==> src/zcd_pkg.sv <==
// Package for the zero-cross detector logic: register map, field positions, reset values.
// Assumes a 32-bit AXI4-Lite register bus and one clock, mclk.
package zcd_pkg;

    // Register byte addresses, plus the control word index
    localparam logic [15:0] ZCD_CONTROL_OFS    = 16'h101c;  // control word, index 0x101f
    localparam logic [15:0] ZCD_CONTROL_IDX    = 16'h101f;
    localparam logic [15:0] ZCD_IRQ_STATUS_OFS = 16'h1100;
    localparam logic [15:0] ZCD_IRQ_ENABLE_OFS = 16'h1104;
    localparam logic [15:0] ZCD_IRQ_CLEAR_OFS  = 16'h1108;
    localparam logic [15:0] ZCD_SYSCTL_OFS     = 16'h110c;

    // Control field positions
    localparam int ZCD_SW_EN_BIT   = 7;
    localparam int ZCD_LEVEL_BIT   = 5;
    localparam int ZCD_INVERT_BIT  = 4;
    localparam int ZCD_RISE_EN_BIT = 1;
    localparam int ZCD_FALL_EN_BIT = 0;

    // Status / enable / clear layout
    localparam int ZCD_CROSS_BIT = 0;

    // System control layout
    localparam int ZCD_GIE_BIT   = 0;
    localparam int ZCD_LOW_PRIORITY_IRQ_ENABLE_BIT  = 1;
    localparam int ZCD_PMD_BIT   = 2;

    // Reset values
    localparam logic [7:0] ZCD_CONTROL_RST = 8'h00;
    localparam logic [2:0] ZCD_SYSCTL_RST  = 3'h0;

    // AXI responses
    localparam logic [1:0] ZCD_RESP_OKAY   = 2'h0;
    localparam logic [1:0] ZCD_RESP_SLVERR = 2'h2;

    // Control fields carried between files
    typedef struct packed {
        logic sw_enable;
        logic invert_select;
        logic rise_irq_enable;
        logic fall_irq_enable;
    } zcd_ctrl_t;

endpackage : zcd_pkg

==> src/zcd_top.sv <==
// Zero-cross detector digital side: control register, edge interrupts, AXI4-Lite slave.
// Assumes the analog clamp supplies sink_active and software keeps the pin pull-up off.
//
// Overview of operation
// - Analog clamp sinks above reference, sources below; input is that decision.
// - Level flag reads one while sinking when inversion is clear.
// - Invert select flips the level flag and the edge detection source.
// - Polarity-adjusted level is routed out to other peripherals.
// - Separate rising and falling detectors act on the adjusted level.
// - Flag sets on an enabled rising or falling edge, or on a control write that changes invert select.
// - Writing a changed invert select itself produces a crossing event.
// - An edge in the clearing cycle wins; flag stays set.
// - Fuse clear means always enabled; fuse set follows software enable.
// - Control word at index 0x101f holds enable, level, invert, edge enables.
// - Detector and interrupts keep running during processor sleep.
// - Module disable bit turns detector off, only when the fuse allows.
//
// The AXI4-Lite interface to the registers and the address map were chosen for this implementation.
module zcd_top
(
    // Clock and reset
    input  wire logic        mclk,
    input  wire logic        rst,
    // Analog side
    input  wire logic        sink_active,
    input  wire logic        config_fuse,
    input  wire logic        cpu_sleep,
    output logic             clamp_enable,
    // Peripheral routing and interrupt
    output logic             crossing_level,
    output logic             irq,
    // AXI4-Lite write address
    input  wire logic [15:0] s_axi_awaddr,
    input  wire logic        s_axi_awvalid,
    output logic             s_axi_awready,
    // AXI4-Lite write data
    input  wire logic [31:0] s_axi_wdata,
    input  wire logic [3:0]  s_axi_wstrb,
    input  wire logic        s_axi_wvalid,
    output logic             s_axi_wready,
    // AXI4-Lite write response
    output logic [1:0]       s_axi_bresp,
    output logic             s_axi_bvalid,
    input  wire logic        s_axi_bready,
    // AXI4-Lite read address
    input  wire logic [15:0] s_axi_araddr,
    input  wire logic        s_axi_arvalid,
    output logic             s_axi_arready,
    // AXI4-Lite read data
    output logic [31:0]      s_axi_rdata,
    output logic [1:0]       s_axi_rresp,
    output logic             s_axi_rvalid,
    input  wire logic        s_axi_rready
);
    import zcd_pkg::*;

    zcd_ctrl_t   ctrl;
    logic        crossing_irq_flag;
    logic        crossing_irq_enable;
    logic        global_irq_enable;
    logic        low_priority_irq_enable;
    logic        crossing_module_disable;
    logic        aw_held;
    logic        w_held;
    logic [15:0] aw_addr;
    logic [31:0] w_data;
    logic [3:0]  w_strb;
    logic        level;
    logic        rise_pulse;
    logic        fall_pulse;

    // Enable: fuse clear forces the detector on regardless of other bits
    wire det_run = ~config_fuse | (ctrl.sw_enable & ~crossing_module_disable);

    // Sleep is deliberately not an input to any term below
    wire run_in_sleep = det_run;

    zcd_edge u_edge
    (
        .mclk          (mclk),
        .rst           (rst),
        .sink_active   (sink_active),
        .invert_select (ctrl.invert_select),
        .run           (run_in_sleep),
        .level         (level),
        .rise_pulse    (rise_pulse),
        .fall_pulse    (fall_pulse)
    );

    // Write channel decode
    wire        aw_ok    = aw_held | s_axi_awvalid;
    wire        w_ok     = w_held | s_axi_wvalid;
    wire        wr_fire  = aw_ok & w_ok & ~s_axi_bvalid;
    wire [15:0] wr_addr  = aw_held ? aw_addr : s_axi_awaddr;
    wire [31:0] wr_data  = w_held ? w_data : s_axi_wdata;
    wire [3:0]  wr_strb  = w_held ? w_strb : s_axi_wstrb;
    wire        wr_lane0 = wr_fire & wr_strb[0];
    wire        wr_ctrl  = wr_lane0 & (wr_addr == ZCD_CONTROL_OFS);
    wire        wr_ien   = wr_lane0 & (wr_addr == ZCD_IRQ_ENABLE_OFS);
    wire        wr_clr   = wr_lane0 & (wr_addr == ZCD_IRQ_CLEAR_OFS);
    wire        wr_sys   = wr_lane0 & (wr_addr == ZCD_SYSCTL_OFS);
    wire        wr_known = (wr_addr == ZCD_CONTROL_OFS) | (wr_addr == ZCD_IRQ_STATUS_OFS)
                         | (wr_addr == ZCD_IRQ_ENABLE_OFS) | (wr_addr == ZCD_IRQ_CLEAR_OFS)
                         | (wr_addr == ZCD_SYSCTL_OFS);

    assign s_axi_awready = ~aw_held & ~s_axi_bvalid;
    assign s_axi_wready  = ~w_held & ~s_axi_bvalid;

    // Crossing event: enabled edge, or a control write that changes inversion
    wire edge_event = (rise_pulse & ctrl.rise_irq_enable)
                    | (fall_pulse & ctrl.fall_irq_enable);
    wire pol_event  = wr_ctrl & (wr_data[ZCD_INVERT_BIT] != ctrl.invert_select);
    wire clr_flag   = wr_clr & wr_data[ZCD_CROSS_BIT];
    wire next_flag  = edge_event | pol_event | (crossing_irq_flag & ~clr_flag);

    always_ff @(posedge mclk)
    begin
        if (rst)
        begin
            aw_held <= 1'b0;
            w_held  <= 1'b0;
            aw_addr <= 16'h0000;
            w_data  <= 32'h00000000;
            w_strb  <= 4'h0;
        end
        else
        begin
            if (wr_fire)
                aw_held <= 1'b0;
            else if (s_axi_awvalid & s_axi_awready)
                aw_held <= 1'b1;
            if (wr_fire)
                w_held <= 1'b0;
            else if (s_axi_wvalid & s_axi_wready)
                w_held <= 1'b1;
            if (s_axi_awvalid & s_axi_awready)
                aw_addr <= s_axi_awaddr;
            if (s_axi_wvalid & s_axi_wready)
            begin
                w_data <= s_axi_wdata;
                w_strb <= s_axi_wstrb;
            end
        end
    end

    // Write response
    always_ff @(posedge mclk)
    begin
        if (rst)
        begin
            s_axi_bvalid <= 1'b0;
            s_axi_bresp  <= ZCD_RESP_OKAY;
        end
        else if (wr_fire)
        begin
            s_axi_bvalid <= 1'b1;
            s_axi_bresp  <= wr_known ? ZCD_RESP_OKAY : ZCD_RESP_SLVERR;
        end
        else if (s_axi_bready)
            s_axi_bvalid <= 1'b0;
    end

    // Control register; level bit is read-only and not stored
    always_ff @(posedge mclk)
    begin
        if (rst)
            ctrl <= zcd_ctrl_t'(4'h0);
        else if (wr_ctrl)
        begin
            ctrl.sw_enable       <= wr_data[ZCD_SW_EN_BIT];
            ctrl.invert_select   <= wr_data[ZCD_INVERT_BIT];
            ctrl.rise_irq_enable <= wr_data[ZCD_RISE_EN_BIT];
            ctrl.fall_irq_enable <= wr_data[ZCD_FALL_EN_BIT];
        end
    end

    // Interrupt flag and enables
    always_ff @(posedge mclk)
    begin
        if (rst)
            crossing_irq_flag <= 1'b0;
        else
            crossing_irq_flag <= next_flag;
    end

    always_ff @(posedge mclk)
    begin
        if (rst)
            crossing_irq_enable <= 1'b0;
        else if (wr_ien)
            crossing_irq_enable <= wr_data[ZCD_CROSS_BIT];
    end

    always_ff @(posedge mclk)
    begin
        if (rst)
            {crossing_module_disable, low_priority_irq_enable, global_irq_enable}
                <= ZCD_SYSCTL_RST;
        else if (wr_sys)
            {crossing_module_disable, low_priority_irq_enable, global_irq_enable}
                <= wr_data[ZCD_PMD_BIT:ZCD_GIE_BIT];
    end

    // Processor interrupt needs every enable in the chain
    assign irq = crossing_irq_flag & crossing_irq_enable
               & global_irq_enable & low_priority_irq_enable;

    assign crossing_level = level;
    assign clamp_enable   = det_run;

    // Read path
    wire [7:0] ctrl_rd = {ctrl.sw_enable, 1'b0, level, ctrl.invert_select,
                          2'b00, ctrl.rise_irq_enable, ctrl.fall_irq_enable};
    wire       rd_hit_ctrl = (s_axi_araddr == ZCD_CONTROL_OFS);
    wire       rd_hit_stat = (s_axi_araddr == ZCD_IRQ_STATUS_OFS);
    wire       rd_hit_ien  = (s_axi_araddr == ZCD_IRQ_ENABLE_OFS);
    wire       rd_hit_clr  = (s_axi_araddr == ZCD_IRQ_CLEAR_OFS);
    wire       rd_hit_sys  = (s_axi_araddr == ZCD_SYSCTL_OFS);
    wire       rd_known    = rd_hit_ctrl | rd_hit_stat | rd_hit_ien | rd_hit_clr | rd_hit_sys;
    wire [31:0] rd_word    = rd_hit_ctrl ? {24'h000000, ctrl_rd}
                           : rd_hit_stat ? {31'h00000000, crossing_irq_flag}
                           : rd_hit_ien  ? {31'h00000000, crossing_irq_enable}
                           : rd_hit_sys  ? {29'h00000000, crossing_module_disable,
                                            low_priority_irq_enable, global_irq_enable}
                           : 32'h00000000;

    assign s_axi_arready = ~s_axi_rvalid;

    // Reads never touch the flag
    always_ff @(posedge mclk)
    begin
        if (rst)
        begin
            s_axi_rvalid <= 1'b0;
            s_axi_rdata  <= 32'h00000000;
            s_axi_rresp  <= ZCD_RESP_OKAY;
        end
        else if (s_axi_arvalid & s_axi_arready)
        begin
            s_axi_rvalid <= 1'b1;
            s_axi_rdata  <= rd_word;
            s_axi_rresp  <= rd_known ? ZCD_RESP_OKAY : ZCD_RESP_SLVERR;
        end
        else if (s_axi_rready)
            s_axi_rvalid <= 1'b0;
    end

    // cpu_sleep is accepted for completeness and intentionally unused
    wire unused_sleep = cpu_sleep;

endmodule : zcd_top

==> src/zcd_edge.sv <==
// Synchroniser, polarity and edge detection for the comparator decision.
// Assumes sink_active is asynchronous; reset primes history from the pin.
module zcd_edge
(
    // Clock and reset
    input  wire logic mclk,
    input  wire logic rst,
    // Comparator decision and control
    input  wire logic sink_active,
    input  wire logic invert_select,
    input  wire logic run,
    // Results
    output logic      level,
    output logic      rise_pulse,
    output logic      fall_pulse
);
    import zcd_pkg::*;

    logic sync_a;
    logic sync_b;
    logic history;
    wire  adj_now = sync_b ^ invert_select;

    // Reset loads live decision through the chain so release creates no edge
    always_ff @(posedge mclk)
    begin
        sync_a  <= sink_active;
        sync_b  <= sync_a;
        if (rst)
            history <= sync_b ^ invert_select;
        else
            history <= adj_now;
    end

    // Inversion change toggles adj_now, so a polarity write yields an edge pulse
    assign level      = adj_now;
    assign rise_pulse = run & ~rst & adj_now & ~history;
    assign fall_pulse = run & ~rst & ~adj_now & history;

endmodule : zcd_edge

==> config.mk <==
export PLATFORM = sky130hd
export DESIGN_NAME = zcd_top
export DESIGN_NICKNAME = d
export VERILOG_FILES = /design/src/zcd_pkg.sv /design/src/zcd_top.sv /design/src/zcd_edge.sv
export SDC_FILE = /design/constraint.sdc
export NUM_CORES = 1
export LEC_CHECK = 0
export BUFFER_PORTS_ARGS = -buffer_cell sky130_fd_sc_hd__buf_4
export CAP_MARGIN = 20
export CELL_PAD_IN_SITES_DETAIL_PLACEMENT = 1
export CELL_PAD_IN_SITES_GLOBAL_PLACEMENT = 1
export CORE_ASPECT_RATIO = 0.8
export CORE_MARGIN = 3
export CORE_UTILIZATION = 28
export CTS_BUF_LIST = sky130_fd_sc_hd__clkbuf_16
export DETAILED_ROUTE_END_ITERATION = 12
export GPL_ROUTABILITY_DRIVEN = 0
export PLACE_DENSITY = 0.78
export SYNTH_ARGS = -nofsm -noshare
export SYNTH_HDL_FRONTEND = slang
export SYNTH_SLANG_ARGS = --single-unit
==> constraint.sdc <==
create_clock -name mclk -period 1.9 [get_ports mclk]
set_clock_uncertainty 0.1 [all_clocks]
set_input_delay 0.19 -clock mclk [delete_from_list [all_inputs] [get_ports mclk]]
set_output_delay 0.19 -clock mclk [all_outputs]
set_load 0.005 [all_outputs]
==> metrics.yaml, run 1 <==
timing:
  worstMarginPinSlew_ps: 554.9
  period_minus_slack_ps: 1896
  hold_viol: 0
  finalSetupTns_ps: 0
  fin_crit_sh_pct: 99.80
  slew_viol_final: 0
  clock.fmax_mhz: 527.4
  maxSlewHeadroom_pct: 62.91
  final-setup-viol-count: 0
  fin_hold_ws_ps: 52.16
  rsz0062_at_grt: "yes"
setup_path:
  crit_chain: "nor2_4 > or4_4 > a211oi_4 > buf_6 > a21oi_1 > a311oi_2"
  critPathSlowestCell: "or4_4"
  crit_buf_inv: 1
  crit_required_ps: 2000
  worst_setup_path_start_kind: "flip-flop"
  endpoint_kind: "flip-flop"
  cpLargestDelayFamily: "simple AND/OR/NAND/NOR gates"
  cp_max_fo: 8
  criticalPathCategory: "flip-flop to flip-flop"
  crit_arrival_ps: 1990
  cp_slowest_stage_delay_ps: 540
logic_synthesis:
  ys.flop_type: "dfxtp_1"
  synth_top_area_share_pct: 41.03
  synth-seq-cells: 46
  seq_area_frac_synth_pct: 41.03
  synth_area_per_cell_um2: 8.376
  yosysUniqueCellTypes: 39
  synthTopCellsByArea: "dfxtp_1 41%, buf_4 9.7%, nand2_1 7.5%"
  synth_edf_count: 0
  yosys_warnings: 0
  synthSimpleGateAreaFrac_pct: 22.69
  synthMostInstantiatedCell: "dfxtp_1"
  synthTopCellsByCount: "46 x dfxtp_1, 45 x nand2_1, 31 x a21oi_1"
  syn_inst: 268
  synth_top_family_by_area: "simple AND/OR/NAND/NOR gates"
  synthArstFlopShare_pct: 0
  synth_compound_area_share_pct: 16.22
  synthXorXnorAreaFrac_pct: 0.7804
  yosys.area.top_type: "dfxtp_1"
  syn_area_um2: 2245
  synth_mux_area_share_pct: 6.299
  synth_fa_ha_area_share_pct: 0
drt:
  initialDrtViolationCount: 54
  avgRoutedWirePerCell_um: 13.76
  ant_nets: 0
  post_drt_via_cell_ratio: 4.617
  dr.pass1.iters: 4
  drc_errors: 0
  route.vias.total: 2087
  wl_um: 6221
clock_network:
  numCtsBuffers: 5
  insertion_delay_ps: 290
  clk_path_buf_depth: 2
  clock_tree.root_cell: "clkbuf_16"
  cts.clk_slew.worst_paths_ps: 60
  numClockSinks: 46
  cts_tree: "built"
  htree_levels: 2
cells_and_area:
  nets: 424
  antenna_cells: 0
  layout-drive-gt1-share_pct: 31.41
  area_growth_pct: 38.35
global_route:
  grt_overflow_total: 0
  grt_max_degree: 46
  met3_usage_pct: 3.311
  use_met2_pct: 22.48
  grtUsageMet1_pct: 17.03
  grt_pass1_vias: 2102
  busiest_layer: "met2"
  grt_pass1_wl_um: 9949
  antenna_found_initial: 0
  grt_use_total_pct: 13.37
floorplanning:
  pin_count: 122
  die_h_um: 86.08
  fp-row-count: 28
  core_area_um2: 7602
  start_util_pct: 29.53
  dieArea_um2: 9134
  die_w_um: 106.1
place:
  dp_hpwl_um: 4685
  io_buffers: 62
min_path:
  hp-class: "primary input to flip-flop"
run_status:
  outcome: "complete, no violations"
power_and_ir_drop:
  ir_drop_v: 0.0004014
  p_per_area_nw_per_um2: 793.4
  leakage_nw: 1.272
flow_run:
  drv_cap: 0
==> where the power goes <==
part           leakage [nW]  internal (mW)  total, mW  switching [mW]
Sequential            0.378           1.02       1.06          0.0404
Clock                0.0812          0.615      0.980           0.364
Combinational         0.813          0.207      0.424           0.217
Total                  1.27           1.84       2.46           0.621
==> path summary, 6_finish.rpt <==
| check | startpoint | end | slack, ps | depth (start not counted) |
|---|---|---|---|---|
| max | aw_held$_SDFFE_PP0P_ | crossing_module_disable$_SDFFE_PP0P_ | 4 | 6 |
| min | s_axi_wdata[4] | w_data[4]$_SDFFE_PP0P_ | 50 | 3 |
| max reg2reg | aw_held$_SDFFE_PP0P_ | crossing_module_disable$_SDFFE_PP0P_ | 4 | 6 |
| min reg2reg | u_edge.sync_a$_DFF_P_ | u_edge.sync_b$_DFF_P_ | 230 | 0 |
==> per-layer routing <==
| layer | part of all wire [%] | vias up |
|---|---|---|
| met5 | 0 | - |
| met4 | 1.1 | 0 |
| met3 | 5.4 | 6 |
| met2 | 48 | 51 |
| met1 | 45 | 987 |
| li1 | - | 1043 |
==> registers in the layout (all words and copies together), names as in the netlist, 4 cells and up <==
name and flops:
aw_addr 16, s_axi_rdata 6, w_data 5, ctrl 4
==> layout make-up <==
type | instances | area (µm²)
sequential | 46 | 925.9
fill | 926 | 4497
multi-input combinational | 204 | 1219
clock inverter | 3 | 41.29
clock buffer | 5 | 125.1
inverter | 5 | 18.77
tap | 105 | 131.4
timing repair buffer | 84 | 644.4
==> worst min-delay path: stages <==
cell,delay (ps)
buf_4,80
mux2i_1,60
nor2_1,70
==> through the flow <==
stage                     instances  cell area [µm²]  total power, mW  utilization (%)  setup slack (ps)
final                           452             3105            2.464            40.85             3.776
after global routing            452             3105            2.584            40.85            -50.75
after CTS                       451             3024            2.478            39.78             2.011
after detailed placement        441             2816            1.480            37.05            -154.4
after global placement          441             2816            1.467            37.05            -87.50
after floorplan                 295             2346            1.324                -             50.21
==> cell usage in the layout, fill, tap and decap left out, types with 3 or more instances in the layout <==
cell,n
a21oi_2,3
nand2_1,44
a21oi_1,28
a311oi_1,7
nand3_1,7
mux2i_1,13
nor4_1,5
inv_1,6
conb_1,28
buf_6,3
nor2_1,19
buf_4,78
clkbuf_16,5
dfxtp_1,44
o21ai_0,3
nor4b_1,5
nor3_1,7
==> cell families (layout without fill, tap and decap cells) <==
group,count (synthesis),count (layout)
AND/OR/NAND/NOR,105,105
AO/OA/AOI/OAI,55,55
flip-flops,46,46
buffers and inverters,45,97
multiplexers,14,14
XOR/XNOR,2,2
other,1,28
==> timing repair <==
| item | 4_1_cts | 5_1_grt |
|---|---|---|
| pin swaps | 2 | 8 |
| resized for setup | 5 | 16 |
| buffers inserted | 0 | 0 |
| endpoints found under the setup margin | 10 | 10 |
| gates cloned | 0 | 1 |
| hold endpoints to repair | 2 | 0 |
| hold buffers | 2 | 0 |
Power figures use the tool's default switching activity.
==> run 2: changes to the inputs <==
- CORE_UTILIZATION: 28 -> 31
- GPL_TIMING_DRIVEN: not set -> 0
- PLACE_DENSITY: 0.78 -> 0.82
- clock period: 1.9 -> 2.08 ns (I/O delays scaled with it)
==> run 2 against run 1 <==
  * Sequential power down 9%
  * Cell area up 0.44%
  * Hold slack worse by 47 ps
  * First-iteration DRC count up 54%
  * Core utilization up 4.0 points
  * Wire length up 5.9%
  * Global-route usage up 2.0 points
  * Critical endpoint unchanged
  * Largest power group unchanged
  * Highest routed layer unchanged
==> metrics.yaml, run 2 (synthesized netlist as in run 1, its figures left out) <==
cells_and_area:
  largest_register_ffs: 16
  multiInputGateArea_um2: 1177
  top_regs: "aw_addr (16), s_axi_rdata (6), w_data (5)"
  nets: 444
  antenna_cells: 0
  layout-drive-gt1-share_pct: 30.52
  finalInstanceArea_um2: 3119
  layout_commonest_cell: "buf_4"
  area_growth_pct: 38.96
  regArea_um2: 920.9
  regMostFlops: "aw_addr"
  num-fill-cells: 867
  final_cell_mix: "93 x buf_4, 46 x dfxtp_1, 45 x nand2_1"
timing:
  clock.fmax_mhz: 495.9
  maxSlewHeadroom_pct: 55.95
  finalSetupTns_ps: 0
  fin_hold_ws_ps: 5.572
  hold_viol: 0
  fin_crit_sh_pct: 96.94
  period_minus_slack_ps: 2016
  slew_viol_final: 0
  worstMarginPinSlew_ps: 655.7
  final-setup-viol-count: 0
place:
  dp_hpwl_um: 5110
  io_buffers: 61
  placed_area_um2: 2913
power_and_ir_drop:
  leakage_nw: 1.330
  ir_drop_v: 0.0002850
  p_per_area_nw_per_um2: 680.1
  power.total_mw: 2.122
setup_path:
  crit_chain: "buf_4 > nor2_1 > or4_4 > a211oi_4 > buf_4 > a21oi_1 > a311oi_1"
  endpoint_kind: "flip-flop"
  cpLargestDelayFamily: "simple AND/OR/NAND/NOR gates"
  crit_buf_inv: 2
  critPathSlowestCell: "or4_4"
  cp_max_fo: 9
  path_common_cell: "buf_4"
  crit_arrival_ps: 2110
  cp_slowest_stage_delay_ps: 550
  crit_required_ps: 2170
  criticalPathCategory: "flip-flop to flip-flop"
  worst_setup_path_start_kind: "flip-flop"
drt:
  drc_errors: 0
  route.vias.total: 2200
  ant_nets: 0
  post_drt_via_cell_ratio: 4.846
  dr.pass1.iters: 5
  wl_um: 6586
  initialDrtViolationCount: 83
  avgRoutedWirePerCell_um: 14.51
global_route:
  grt_pass1_vias: 2178
  grt_overflow_total: 0
  grt_pass1_wl_um: 10210
  antenna_found_initial: 0
  grt_use_total_pct: 15.40
  grt_max_degree: 14
floorplanning:
  start_util_pct: 32.25
  pin_count: 122
  die_w_um: 101.1
  die_h_um: 82.11
  core_area_um2: 6959
  dieArea_um2: 8304
  fp-row-count: 27
clock_network:
  insertion_delay_ps: 280
  clock_tree.root_cell: "clkbuf_16"
  cts.clk_slew.worst_paths_ps: 60
  numClockSinks: 46
  numCtsBuffers: 5
  htree_levels: 2
  clk_path_buf_depth: 2
  cts_tree: "built"
run_status:
  outcome: "complete, no violations"
flow_run:
  drv_cap: 0
min_path:
  hp-class: "primary input to flip-flop"
## run 2: cell count changes in the layout (fill, tap and decap cells not counted), sizes merged
cell	previous run	this run
dlygate4sd3	2	1
clkbuf	5	12
buf	82	96
bufinv	1	0
clkinvlp	1	0
clkinv	0	2
## run 2: metal layers
metal | wire (µm) | vias to the layer above | GRT usage (%)
met5 | 0 | - | 0
met4 | 84 | 0 | 3.718
met3 | 402 | 8 | 3.946
met2 | 3189 | 62 | 25.98
met1 | 2910 | 1046 | 19.81
li1 | - | 1084 | -
## run 2: power breakdown
part	total [mW]	internal [mW]	switching [mW]
clock network	0.750	0.434	0.315
logic	0.408	0.200	0.207
registers	0.964	0.931	0.0333
total	2.12	1.57	0.556
## run 2: final timing paths
path         cells past startpoint                              endpoint  slack [ps]                   from
max                              7  crossing_module_disable$_SDFFE_PP0P_          60   aw_held$_SDFFE_PP0P_
min                              2             s_axi_rvalid$_SDFFE_PP0P_           6           s_axi_rready
max reg2reg                      7  crossing_module_disable$_SDFFE_PP0P_          60   aw_held$_SDFFE_PP0P_
min reg2reg                      0                 u_edge.sync_b$_DFF_P_         230  u_edge.sync_a$_DFF_P_
## run 2: stage by stage
stage	utilization (%)	instances	worst slack, ps
2_1_floorplan	-	295	230.2
3_3_place_gp	41.86	443	-142.9
3_5_place_dp	41.86	443	-182.0
4_1_cts	44.08	452	24.78
5_1_grt	44.82	454	-18.63
6_report	44.82	454	63.62
## run 2: final cells by class
| type | count | area share (%) |
|---|---|---|
| buffer | 39 | 8.504 |
| tap | 87 | 3.490 |
| timing repair buffer | 65 | 15.72 |
| sequential | 46 | 29.52 |
| clock buffer | 5 | 4.011 |
| inverter | 5 | 0.6017 |
| clock inverter | 3 | 0.4011 |
| multi-input combinational | 204 | 37.75 |
## run 2: what timing repair did
action | in CTS | in global routing
setup buffers | 0 | 3
endpoints found under the hold margin | 1 | 0
pin swaps | 0 | 3
gates resized for setup | 1 | 5
setup endpoints to repair | 4 | 22
hold buffers | 1 | 0
## run 2: worst register-to-register path, cell delays in order, from the launching register on
cell	delay, ps
dfxtp_1	310
buf_4	150
nor2_1	80
or4_4	560
a211oi_4	230
buf_4	190
a21oi_1	80
a311oi_1	250
